$ cat src/rtl/viou_pkg.sv
/*
 * Shared constants and types for the video input/output unit.
 * Assumes a 32-bit classic Wishbone register bus and a byte-wide pixel stream.
 */
package viou_pkg;
    // Register byte addresses
    localparam logic [7:0] A_CTRL = 8'h00;
    localparam logic [7:0] A_STAT = 8'h04;
    localparam logic [7:0] A_CC   = 8'h08;
    localparam logic [7:0] A_CAP  = 8'h0c;
    localparam logic [7:0] A_WSS  = 8'h10;
    localparam logic [7:0] A_GPIO = 8'h14;
    // Control field positions
    localparam int C_420  = 0;
    localparam int C_SEP  = 1;
    localparam int C_HSF  = 2;
    localparam int C_625  = 3;
    localparam int C_WID  = 4;
    localparam int C_HALF = 7;
    localparam int C_NRY  = 8;
    localparam int C_NRC  = 10;
    localparam int C_LOC  = 12;
    localparam int C_GPS  = 13;
    localparam int C_STOP = 14;
    localparam int C_ALL  = 15;
    localparam logic [15:0] CTRL_RST = 16'h0000;
    // Corrector window, clocks per line and lines per field
    localparam logic [11:0] L525_MIN = 12'd1626;
    localparam logic [11:0] L525_MAX = 12'd1806;
    localparam logic [11:0] L625_MIN = 12'd1628;
    localparam logic [11:0] L625_MAX = 12'd1828;
    localparam logic [9:0]  F525_MIN = 10'd246;
    localparam logic [9:0]  F525_MAX = 10'd278;
    localparam logic [9:0]  F625_MIN = 10'd294;
    localparam logic [9:0]  F625_MAX = 10'd330;
    // Blanking lines to slice, frame numbering
    localparam logic [9:0] CC_LN1  = 10'd20;
    localparam logic [9:0] CC_LN2  = 10'd283;
    localparam logic [9:0] CAP_LN1 = 10'd21;
    localparam logic [9:0] CAP_LN2 = 10'd284;
    localparam logic [9:0] WSS_LN1 = 10'd23;
    localparam logic [9:0] WSS_LN2 = 10'd336;
    localparam logic [9:0] F2_525  = 10'd263;
    localparam logic [9:0] F2_625  = 10'd313;
    // Pixel-clock counts; VS_OUT is in lines, W_FULL in pixels
    localparam logic [1:0]  PAR_DLY  = 2'd2;
    localparam logic [2:0]  SYNC_MIN = 3'd3;
    localparam logic [2:0]  VS_DLY   = 3'd4;
    localparam logic [11:0] ACT_B    = 12'd1440;
    localparam logic [11:0] HS_OUT   = 12'd128;
    localparam logic [9:0]  VS_OUT   = 10'd3;
    localparam logic [10:0] W_FULL   = 11'd720;

    typedef struct packed {
        logic       luma;
        logic       cr;
        logic [7:0] data;
    } viou_sample_t;

    typedef struct packed {
        logic [15:0]  ctrl;
        logic         err, evt, ack, ck, hs, vs, lok, fok, act, odd, keep, ohs, ovs, oclk, ev, ga, gb;
        logic [31:0]  cc, cap, wss, slc, rd;
        logic [6:0]   go;
        logic [4:0]   gn;
        logic [23:0]  sh;
        logic [1:0]   ph, pc;
        logic [11:0]  hc, hl;
        logic [9:0]   lc, acc;
        logic [2:0]   hw, vw, vd;
        logic [5:0]   sb;
        logic [7:0]   yp, bp, rp, op;
        viou_sample_t es;
    } viou_state_t;

    localparam viou_state_t ST_RST = '{gn: 5'h1f, default: '0};
endpackage

$ cat src/rtl/viou_top.sv
/*
 * Video input/output unit: pixel capture, sync checking, field parity,
 * 4:2:0 conversion, width scaling, noise reduction, blanking slicer,
 * BT.656 output and general-purpose pins, behind a classic Wishbone slave.
 * Assumes pixel-side pins are asynchronous to clk_sys and that clk_sys runs
 * well above twice the pixel clock so every pixel edge is seen.
 */
// Implementation choices: register access over Wishbone and the address map.
`timescale 1ns/100ps

module viou_top #(
    parameter logic [7:0] SLICE_THRESH = 8'h80,
    parameter logic [5:0] SLICE_SPB    = 6'd27
) (
    input  wire logic                  clk_sys,
    input  wire logic                  rst,
    input  wire logic                  wb_cyc_i,
    input  wire logic                  wb_stb_i,
    input  wire logic                  wb_we_i,
    input  wire logic [7:0]            wb_adr_i,
    input  wire logic [3:0]            wb_sel_i,
    input  wire logic [31:0]           wb_dat_i,
    output      logic [31:0]           wb_dat_o,
    output      logic                  wb_ack_o,
    input  wire logic [7:0]            in_pixel_bus,
    input  wire logic                  in_pixel_clock,
    input  wire logic                  in_hsync,
    input  wire logic                  in_vsync,
    input  wire logic                  in_field_flag,
    input  wire logic [7:0]            dec_pixel_bus,
    output      logic                  enc_valid,
    output      viou_pkg::viou_sample_t enc_sample,
    output      logic [7:0]            out_pixel_bus,
    output      logic                  out_pixel_clock,
    output      logic                  general_out_a,
    output      logic                  general_out_b,
    input  wire logic [4:0]            gpio_in,
    output      logic [4:0]            gpio_out,
    output      logic [4:0]            gpio_oe_n,
    output      logic                  sync_err_event
);
    import viou_pkg::*;

    viou_state_t s;
    viou_state_t n;
    logic [16:0] s1, s2, s3, sv;

    // Byte-lane merge for Wishbone writes
    function automatic logic [31:0] bm(input logic [31:0] o, input logic [31:0] d, input logic [3:0] m);
        logic [31:0] r;
        r = o;
        for (int i = 0; i < 4; i++) begin
            if (m[i]) begin
                r[8*i +: 8] = d[8*i +: 8];
            end
        end
        return r;
    endfunction

    // Encoded width for the scaler
    function automatic logic [10:0] wsel(input logic [2:0] c);
        case (c)
            3'd0:    return 11'd720;
            3'd1:    return 11'd704;
            3'd2:    return 11'd544;
            3'd3:    return 11'd480;
            default: return 11'd352;
        endcase
    endfunction

    // Three-stage pin capture; a bit moves only when stages two and three agree
    always_ff @(posedge clk_sys) begin
        if (rst) begin
            s1 <= '0;
            s2 <= '0;
            s3 <= '0;
            sv <= '0;
        end else begin
            s1 <= {gpio_in, in_field_flag, in_vsync, in_hsync, in_pixel_clock, in_pixel_bus};
            s2 <= s1;
            s3 <= s2;
            sv <= (sv & (s2 ^ s3)) | (s3 & ~(s2 ^ s3));
        end
    end

    logic        tick, ls, fs, set, clr, lum, crs, kn, sep;
    logic [7:0]  b, p, f;
    logic [1:0]  lvl;
    logic [10:0] sum;
    logic [9:0]  fl;
    logic [8:0]  d;
    logic [8:0]  dsh;
    logic [31:0] wd;

    // Next-state logic for bus, video path and pins
    always_comb begin
        n     = s;
        n.ack = 1'b0;
        n.ev  = 1'b0;
        n.evt = 1'b0;
        n.ck  = sv[8];
        n.oclk = sv[8];
        tick  = sv[8] & ~s.ck;
        b     = sv[7:0];
        sep   = s.ctrl[C_SEP];
        ls    = 1'b0;
        fs    = 1'b0;
        set   = 1'b0;
        clr   = 1'b0;
        lum   = s.ph[0];
        crs   = (s.ph == 2'd2);
        sum   = 11'({1'b0, s.acc}) + wsel(s.ctrl[C_WID +: 3]);
        kn    = (s.ph == 2'd0) ? (sum >= W_FULL) : s.keep;
        lvl   = lum ? s.ctrl[C_NRY +: 2] : s.ctrl[C_NRC +: 2];
        p     = lum ? s.yp : (crs ? s.rp : s.bp);
        d     = {1'b0, b} - {1'b0, p};
        dsh   = 9'($signed(d) >>> lvl);
        f     = p + dsh[7:0];
        fl    = s.odd ? s.lc : s.lc + (s.ctrl[C_625] ? F2_625 : F2_525);
        wd    = wb_dat_i;

        // Classic slave: one wait state, ack drops the cycle after
        if (wb_cyc_i && wb_stb_i && !s.ack) begin
            n.ack = 1'b1;
            case (wb_adr_i)
                A_CTRL:  n.rd = {16'h0000, s.ctrl};
                A_STAT:  n.rd = {s.lc, s.hl, 8'h00, s.odd, s.err};
                A_CC:    n.rd = s.cc;
                A_CAP:   n.rd = s.cap;
                A_WSS:   n.rd = s.wss;
                A_GPIO:  n.rd = {15'h0000, sv[16:12], ~s.gn, s.go};
                default: n.rd = 32'h0000_0000;
            endcase
            if (wb_we_i) begin
                case (wb_adr_i)
                    A_CTRL: begin
                        wd = bm({16'h0000, s.ctrl}, wb_dat_i, wb_sel_i);
                        n.ctrl = wd[15:0];
                        if (wd[C_ALL]) begin
                            n.ctrl = CTRL_RST;
                            n.go   = '0;
                            n.gn   = '1;
                        end
                    end
                    A_STAT:  clr = wb_dat_i[0] & wb_sel_i[0];
                    A_CC:    n.cc = bm(s.cc, wb_dat_i, wb_sel_i);
                    A_WSS:   n.wss = bm(s.wss, wb_dat_i, wb_sel_i);
                    A_GPIO: begin
                        wd = bm({20'h00000, ~s.gn, s.go}, wb_dat_i, wb_sel_i);
                        n.go = wd[6:0];
                        n.gn = ~wd[11:7];
                    end
                    default: ;
                endcase
            end
        end

        if (tick) begin
            n.sh = {s.sh[15:0], b};
            n.op = s.ctrl[C_LOC] ? dec_pixel_bus : b;
            n.hc = (s.hc != 12'hfff) ? s.hc + 12'd1 : s.hc;
            n.hs = sv[9];
            n.vs = sv[10];
            // Active samples: Cb,Y,Cr,Y repeating from each line start
            if (s.act && s.hc < ACT_B) begin
                n.ph = s.ph + 2'd1;
                if (s.ph == 2'd0) begin
                    n.keep = sum >= W_FULL;
                    n.acc  = (sum >= W_FULL) ? 10'(sum - W_FULL) : sum[9:0];
                end
                if (lum) begin
                    n.yp = f;
                end else if (crs) begin
                    n.rp = f;
                end else begin
                    n.bp = f;
                end
                // Chroma only on odd lines; covers both input formats
                n.ev = kn && !s.ctrl[C_STOP] && !(!lum && !s.lc[0])
                       && !(s.ctrl[C_HALF] && !s.odd);
                n.es = '{luma: lum, cr: crs, data: f};
                if (lum) begin
                    n.sb = (s.sb == SLICE_SPB - 6'd1) ? 6'd0 : s.sb + 6'd1;
                    if (s.sb == SLICE_SPB - 6'd1) begin
                        n.slc = {s.slc[30:0], b >= SLICE_THRESH};
                    end
                end
            end
            if (!sep) begin
                // Embedded codes: ff 00 00 then status byte
                if (s.sh == 24'hff0000) begin
                    if (!b[4]) begin
                        ls    = 1'b1;
                        n.act = !b[5];
                    end else begin
                        n.act = 1'b0;
                        fs    = (~b[6]) != s.odd;
                        n.odd = ~b[6];
                    end
                end
            end else begin
                ls    = sv[9] & ~s.hs;
                fs    = ~sv[10] & s.vs;
                n.act = 1'b1;
                // Pulse width watch: each level must last more than three ticks
                n.hw = (sv[9] != s.hs) ? 3'd0 : ((s.hw != 3'd7) ? s.hw + 3'd1 : s.hw);
                n.vw = (sv[10] != s.vs) ? 3'd0 : ((s.vw != 3'd7) ? s.vw + 3'd1 : s.vw);
                if (s.lok && ((sv[9] != s.hs && s.hw < SYNC_MIN) || (sv[10] != s.vs && s.vw < SYNC_MIN))) begin
                    set = 1'b1;
                end
                if (fs) begin
                    if (s.ctrl[C_HSF]) begin
                        n.pc = PAR_DLY;
                    end else begin
                        n.odd = sv[11];
                    end
                end
                if (s.pc != 2'd0) begin
                    if (s.pc == 2'd1) begin
                        n.odd = sv[9];
                    end
                    n.pc = s.pc - 2'd1;
                end
            end
            if (ls) begin
                // Line length outside the corrector window
                if (s.lok && (s.ctrl[C_625] ? (s.hc < L625_MIN || s.hc > L625_MAX)
                                            : (s.hc < L525_MIN || s.hc > L525_MAX))) begin
                    set = 1'b1;
                end
                // Captured slice only kept while encoding runs
                if (!s.ctrl[C_STOP]) begin
                    if (!s.ctrl[C_625] && (fl == CC_LN1 || fl == CC_LN2)) begin
                        n.cc = s.slc;
                    end
                    if (!s.ctrl[C_625] && (fl == CAP_LN1 || fl == CAP_LN2)) begin
                        n.cap = s.slc;
                    end
                    if (s.ctrl[C_625] && (fl == WSS_LN1 || fl == WSS_LN2)) begin
                        n.wss = s.slc;
                    end
                end
                n.lok = 1'b1;
                n.hl  = s.hc;
                n.hc  = 12'd0;
                n.lc  = s.lc + 10'd1;
                n.ph  = 2'd0;
                n.acc = 10'd0;
                n.sb  = 6'd0;
                n.slc = 32'h0000_0000;
                n.vd  = VS_DLY;
            end else if (s.vd != 3'd0) begin
                if (s.vd == 3'd1) begin
                    n.ovs = s.lc <= VS_OUT;
                end
                n.vd = s.vd - 3'd1;
            end
            if (fs) begin
                if (s.fok && (s.ctrl[C_625] ? (s.lc < F625_MIN || s.lc > F625_MAX)
                                            : (s.lc < F525_MIN || s.lc > F525_MAX))) begin
                    set = 1'b1;
                end
                n.fok = 1'b1;
                n.lc  = 10'd0;
            end
            n.ohs = n.hc < HS_OUT;
        end

        // Set beats a same-cycle clear so no error is lost
        n.err = (s.err & ~clr) | set;
        n.evt = set & ~s.err;
        n.ga  = s.ctrl[C_GPS] ? s.ohs : s.go[5];
        n.gb  = s.ctrl[C_GPS] ? s.ovs : s.go[6];
    end

    // Pins come up as inputs; state register
    always_ff @(posedge clk_sys) begin
        if (rst) begin
            s <= ST_RST;
        end else begin
            s <= n;
        end
    end

    // Outputs straight from state flops
    assign wb_dat_o        = s.rd;
    assign wb_ack_o        = s.ack;
    assign enc_valid       = s.ev;
    assign enc_sample      = s.es;
    assign out_pixel_bus   = s.op;
    assign out_pixel_clock = s.oclk;
    assign general_out_a   = s.ga;
    assign general_out_b   = s.gb;
    assign gpio_out        = s.go[4:0];
    assign gpio_oe_n       = s.gn;
    assign sync_err_event  = s.evt;
endmodule

$ cat config.mk
export PLATFORM = sky130hd
export DESIGN_NAME = viou_top
export DESIGN_NICKNAME = d
export VERILOG_FILES = /design/src/rtl/viou_pkg.sv /design/src/rtl/viou_top.sv
export SDC_FILE = /design/constraint.sdc
export NUM_CORES = 1
export LEC_CHECK = 0
export BUFFER_PORTS_ARGS = -buffer_cell sky130_fd_sc_hd__buf_2
export CAP_MARGIN = 20
export CORE_MARGIN = 2
export CORE_UTILIZATION = 50
export DETAILED_ROUTE_END_ITERATION = 6
export GPL_TIMING_DRIVEN = 0
export PLACE_DENSITY = 0.68
export SLEW_MARGIN = 5
export SYNTH_ARGS = -nofsm -noshare
export SYNTH_HDL_FRONTEND = slang
export SYNTH_SLANG_ARGS = --single-unit
$ cat constraint.sdc
create_clock -name clk_sys -period 4.8 [get_ports clk_sys]
set_clock_uncertainty 0.05 [all_clocks]
set_input_delay 0 -clock clk_sys [delete_from_list [all_inputs] [get_ports clk_sys]]
set_output_delay 0 -clock clk_sys [all_outputs]
set_load 0.02 [all_outputs]
Word level (Yosys, flattened, before mapping)
Cells that the tools add are included.

$add $sub $neg: 13. Multipliers: 0. Div/mod/pow operators: 0. Order comparisons: 15. Equality and inequality tests: 32. Shift-type cells: 1. Muxes and demuxes: 105. Bitwise gates (word level): 26. Reduce and logical (&&, ||, !) cells: 76.

Operators with widths (count): 2-to-1 mux 32 bit (12); 2-to-1 mux 128 bit (2); case mux 32 bit (6 select lines) (1); 2-to-1 mux 8 bit (23); 2-to-1 mux 96 bit (1); 2-to-1 mux 44 bit (2); 2-to-1 mux 10 bit (5); case mux 10 bit (4 select lines) (1); less-than comparator 12 x 11 -> 1 bit, second input constant (3); AND reduction 4 bit (9); bitwise AND 17 bit (2); equality test 10 x 5 -> 1 bit, second input constant (3); equality test 10 x 9 -> 1 bit, second input constant (3); 2-to-1 mux 1 bit (30); 2-to-1 mux 30 bit (1); nonzero test 2 bit (13); equality test 24 bit, second input constant (1); greater-than comparator 12 x 11 -> 1 bit, second input constant (2); 2-to-1 mux 12 bit (2); 2-to-1 mux 6 bit (4); case mux 12 bit (2 select lines) (1); AND reduction 3 bit (7); greater-than comparator 10 x 9 -> 1 bit, second input constant (2); 2-to-1 mux 3 bit (6); 57 further kinds (132).

Bits in registers: 401. Bits in latches: 0. Bits in writable memories: 0. Memory bits (read-only): 0. Input port bits: 74. Output and inout bits: 66. Logic and storage cells: 316. Memories: 0.

Logic depth before layout (Yosys ltp)
Depth in word-level cells: 12. Depth in mapped cells: 22.

Worst setup path before layout
Ideal clock, no wire load.

Path type: register -> register. Start: register s (netlist bit lum). End: register s[33] in the netlist's numbering. Library setup time: 0.091 ns. Arrival: 4.245 ns. Slack: 0.414 ns. Cell stages (with the launch flop): 23. Buffers on the path: 1. Period minus slack after synthesis: 4.386 ns. Cells stage by stage: dfxtp_1 inv_1 ha_1 clkbuf_1 mux2i_1 o21ai_0 ha_1 fa_1 nor2b_1 o21a_1 nor2_1 xnor2_1 mux2i_1 mux2i_1 ha_1 a21oi_1 nor2b_1 o21ai_0 a21oi_1 o41ai_1 xnor2_1 xnor2_1 a311oi_1.

Longest elaborated chain between the ends: 6. Elaborated cells on any way between the ends: 10. Those cells by class: add/sub (2); eq/ne (1); shift (1); mux (3); bitwise (2); reduce/logical (1).

Ends and longest elaborated chain: start, declared (RTL line viou_top.sv:44) `viou_state_t s;`; start signal, assigned (RTL line viou_top.sv:281) `s <= n;`; equality test 2 bit (*) (RTL line viou_top.sv:111) `crs = (s.ph == 2'd2);`; named net crs (RTL line viou_top.sv:86) `logic tick, ls, fs, set, clr, lum, crs, kn, sep;`; 2-to-1 mux 8 bit (2 in series) (RTL line viou_top.sv:115) `p = lum ? s.yp : (crs ? s.rp : s.bp);`; subtractor 8 x 8 -> 9 bit (RTL line viou_top.sv:116) `d = {1'b0, b} - {1'b0, p};`; >>> shifter 9 x 2 -> 8 bit (RTL line viou_top.sv:117) `dsh = 9'($signed(d) >>> lvl);`; adder 8 bit (RTL line viou_top.sv:118) `f = p + dsh[7:0];`.

The timed path passes the listed nets; every way through them passes the cells marked *. A chain may end at the register's enable or synchronous reset.

Final worst setup path
Ends and elaborated chain as after synthesis.

==> results.env <==
SLEW_VIOLATIONS=0
MIN-DELAY-START='wb_sel_i[0]'
VIA_COUNT=17900
POWER.DENSITY_nW_PER_UM2=315
DRV.MAX_CAP_VIOLATION_COUNT=0
GRT_START_MAX_NET_PINS=15
DIE_H_UM=198
WORSTSETUPPATHTYPE='reg -> reg'
GRTUSAGEMET2_PCT=46.7
AREA_GROWTH_SYN_TO_LAYOUT_PCT=19.0
CTS_BUFFERS=43
SYNTHARSTFLOPSHARE_PCT=0
N_ANTENNA_CELL=0
P_LEAK_nW=8.60
FILLCELLCOUNT=3258
SYN_AVG_CELL_AREA_UM2=8.35
SLEW-LIMIT-HEADROOM_PCT=28.1
CRITPATHMAXFANOUT=6
ROUTED_WL_MM=60.7
DRIVE_ABOVE_1_SHARE_PCT=12.8
YS_WARN_COUNT=0
CTSLONGESTPATHBUFFERS=3
YS_FF_LATCH=396
INITIAL_CORE_UTILIZATION_PCT=50.9
CTS.HTREE.LEVELS=2
CP.REQUIRED_NS=5.24
PLACEDINSTANCEAREA_UM2=20000
YOSYSSEQAREASHARE_PCT=42.3
WORST_SETUP_PATH_STARTPOINT='lum$_SDFFE_PP0P_'
GRT_PASS1_VIAS=16700
SYNTH_EDF_COUNT=0
MOST_COMMON_CELL_AFTER_LAYOUT_FILL_AND_TAPS_ASIDE='dfxtp_1'
TIMING.HOLD.WORST_ENDPOINT='s[207]$_SDFF_PP0_'
HPWL_MM=44.1
CORE_AR_UM2=36800
IO_BUFFER_COUNT=134
SYN-CELL-AREA_UM2=18700
WORSTSETUPENDPOINTTYPE='register'
WORST_IR_DROP_VDD_V=0.000313
COUNT_OF_FINAL_HOLD_CHECK_VIOLATIONS=0
MET3_TRACK_UTILIZATION_FROM_GLOBAL_ROUTING_PCT=5.98
GLOBAL_ROUTE.PEAK_USAGE_LAYER='met2'
POST-ROUTE-MIN-PERIOD_NS=4.57
ANTENNA_FOUND_INITIAL=0
SYNTHCELLS=2244
STATUS='finished, final reports clean'
POSTSYNTHNETCOUNT=2370
DR.FIRST_ITER.DRC_COUNT=1699
CLK_LATENCY_NS=0.58
MOSTFREQUENTLAYOUTCELLS='dfxtp_1 (395), nor2_1 (293), nand2_1 (287), a21oi_1 (151), buf_2 (146)'
FINALSETUPTNS_NS=0
PORTION_OF_THE_CLOCK_CYCLE_CONSUMED_BY_THE_WORST_PATH_IN_THE_FINAL_LAYOUT_PCT=95.2
GLOBAL_ROUTE.USAGE.MET1_PCT=42.5
WORSTREG2REGEND='s[33]$_SDFFE_PP0P_'
TIMING.HOLD.WORST_PATH_DEPTH=4
ROWS=70
NNETSFINAL=2633
WORSTHOLDPATHTYPE='in -> reg'
SYNTH.DISTINCT_CELLS=79
FLOORPLAN.DIE.WIDTH_UM=198
DRT.ANTENNA.VIOLATING_NETS=0
POST-ROUTE-DRC-COUNT=0
CLOCK_TREE_FROM_TRITONCTS='yes'
CTS_NUM_SINKS=396
POST-ROUTE-UTIL_PCT=60.6
GRT_USAGE_PCT=30.5
DRT_FIRST_PASS_ITERS=5
IO_PINS=140
DIE_AREA_UM2=39000
FMAX_MHz=219
CLK_TRANSITION_REPORTED_PATHS_NS=0.06
POST_DRT_VIA_CELL_RATIO=5.97
STDCELL_AREA_UM2=22300
WORSTPATHARRIVAL_NS=5.01
CLOCKROOTBUFFER='clkbuf_16'
REG2REG_SLACK_NS=0.23
SYNTH_TOP_FLOP_CELL='dfxtp_1'
FIN_WORST_HOLD_SLACK_NS=0.0260
TIMING.REG2REG.WORST_PATH_DEPTH=21
POST_DRT_WL_PER_CELL_UM=20.2
REG2REG_FROM='lum$_SDFFE_PP0P_'
FIRST_PASS_GRT_WIRE_LENGTH_MM=92.6
WORSTSETUPSTARTPOINTTYPE='register'
TIMING_WORST_SLEW_PIN_VALUE_NS=1.08
PLACE_CONGESTION=0.945
FINALSETUPVIOLATIONS=0
GLOBALROUTE.TOTALOVERFLOW=0
==> cell families after synthesis <==
kind of cell	after synthesis	share of synthesized area [%]
DFF	396	42.3
and+or+nand+nor	879	21.2
adders and majority gates	52	3.63
muxes	111	6.45
AOI/OAI and AO/OA	516	18.5
buffers and inverters	260	6.49
xor gates and xnor gates	30	1.40
==> flip-flops by register name, indices dropped and copies added (netlist names) <==
| signal | flops |
|---|---|
| s | 261 |
| lum | 1 |
| s1 | 17 |
| gpio_out | 5 |
| s3 | 17 |
| s2 | 17 |
| out_pixel_bus | 8 |
| enc_valid | 1 |
| wb_dat_o | 32 |
| enc_sample | 10 |
| general_out_b | 1 |
| sv | 17 |
| wb_ack_o | 1 |
| gpio_oe_n | 5 |
| general_out_a | 1 |
| out_pixel_clock | 1 |
| sync_err_event | 1 |
==> where the power goes <==
group          leakage [nW]  total, mW  switching (mW)  internal, mW
clock network         0.715       3.41            1.38          2.04
logic                  4.69      0.296           0.192         0.104
registers              3.20       3.32         0.00934          3.31
total                  8.60       7.03            1.58          5.45
==> worst max path at each step <==
stage	slack (ns)	to	cells after the start
after floorplan	0.41	s[33]$_SDFFE_PP0P_	22
after global placement	-0.46	s[33]$_SDFFE_PP0P_	22
after detailed placement	-0.64	s[33]$_SDFFE_PP0P_	22
after CTS	0.06	s[33]$_SDFFE_PP0P_	21
after global routing	-0.01	s[33]$_SDFFE_PP0P_	21
final	0.23	s[33]$_SDFFE_PP0P_	21
==> stage by stage <==
step	cells	setup slack, ns	power [mW]
after floorplan	2244	0.414	3.52
after global placement	2846	-0.464	3.63
after detailed placement	2847	-0.643	3.64
after CTS	2997	0.0635	7.05
after global routing	3003	-0.0124	7.20
final	3003	0.233	7.03
==> cells in the mapped netlist (8+ instances only) <==
cell type,instances,share of area [%]
dfxtp_1,396,42
nor2_1,293,5.9
nand2_1,287,5.8
a21oi_1,152,4.1
clkbuf_1,132,2.6
nand3_1,100,2.7
mux2i_1,97,5.2
a22oi_1,90,3.6
o21ai_0,73,2.0
a311oi_1,66,3.1
nor2b_1,64,2.1
buf_4,60,2.4
ha_1,48,3.2
inv_1,44,0.88
nor3_1,36,0.96
a211oi_1,24,0.96
xnor2_1,23,1.1
o22ai_1,22,0.73
and3_1,14,0.47
nand4_1,14,0.47
a22o_1,13,0.61
buf_1,12,0.24
buf_2,11,0.29
a31oi_1,10,0.33
nand2b_1,10,0.33
a221oi_1,9,0.42
o21a_1,9,0.36
and2_1,8,0.27
==> what timing repair did <==
| action | 4_1_cts | 5_1_grt |
|---|---|---|
| resized for setup | 8 | 14 |
| pin swaps | 0 | 4 |
| setup buffers | 0 | 6 |
| endpoints found under the hold margin | 132 | 0 |
| hold buffers | 78 | 0 |
| endpoints found under the setup margin | 17 | 11 |
==> metal layers <==
metal | wire length (um) | vias up
met1 | 26600 | 8538
met5 | 41 | -
li1 | - | 8394
met2 | 26300 | 849
met4 | 2320 | 2
met3 | 5410 | 141
==> final cells by class <==
class	instances	area (um^2)	area share, %
buffer	214	1050	4.71
clock buffer	59	1260	5.64
clock inverter	14	174	0.780
inverter	45	171	0.769
multi-input combinational	1588	9630	43.2
sequential	396	7930	35.6
tap	468	586	2.63
timing repair buffer	219	1500	6.72
==> worst max-delay path, stage by stage (launching register included) <==
cell      delay, ns
dfxtp_4        0.39
inv_4          0.10
ha_4           0.21
mux2i_1        0.21
o21ai_1        0.13
ha_2           0.22
fa_1           0.41
nor2b_1        0.13
o21a_1         0.15
nor2_1         0.06
xnor2_1        0.25
mux2i_1        0.16
mux2i_2        0.20
ha_1           0.26
a21oi_1        0.19
nor2b_1        0.08
o21ai_1        0.13
a21oi_1        0.11
o41ai_2        0.36
xnor2_1        0.19
xnor2_2        0.20
a311oi_1       0.27
Power figures use the tool's default switching activity.
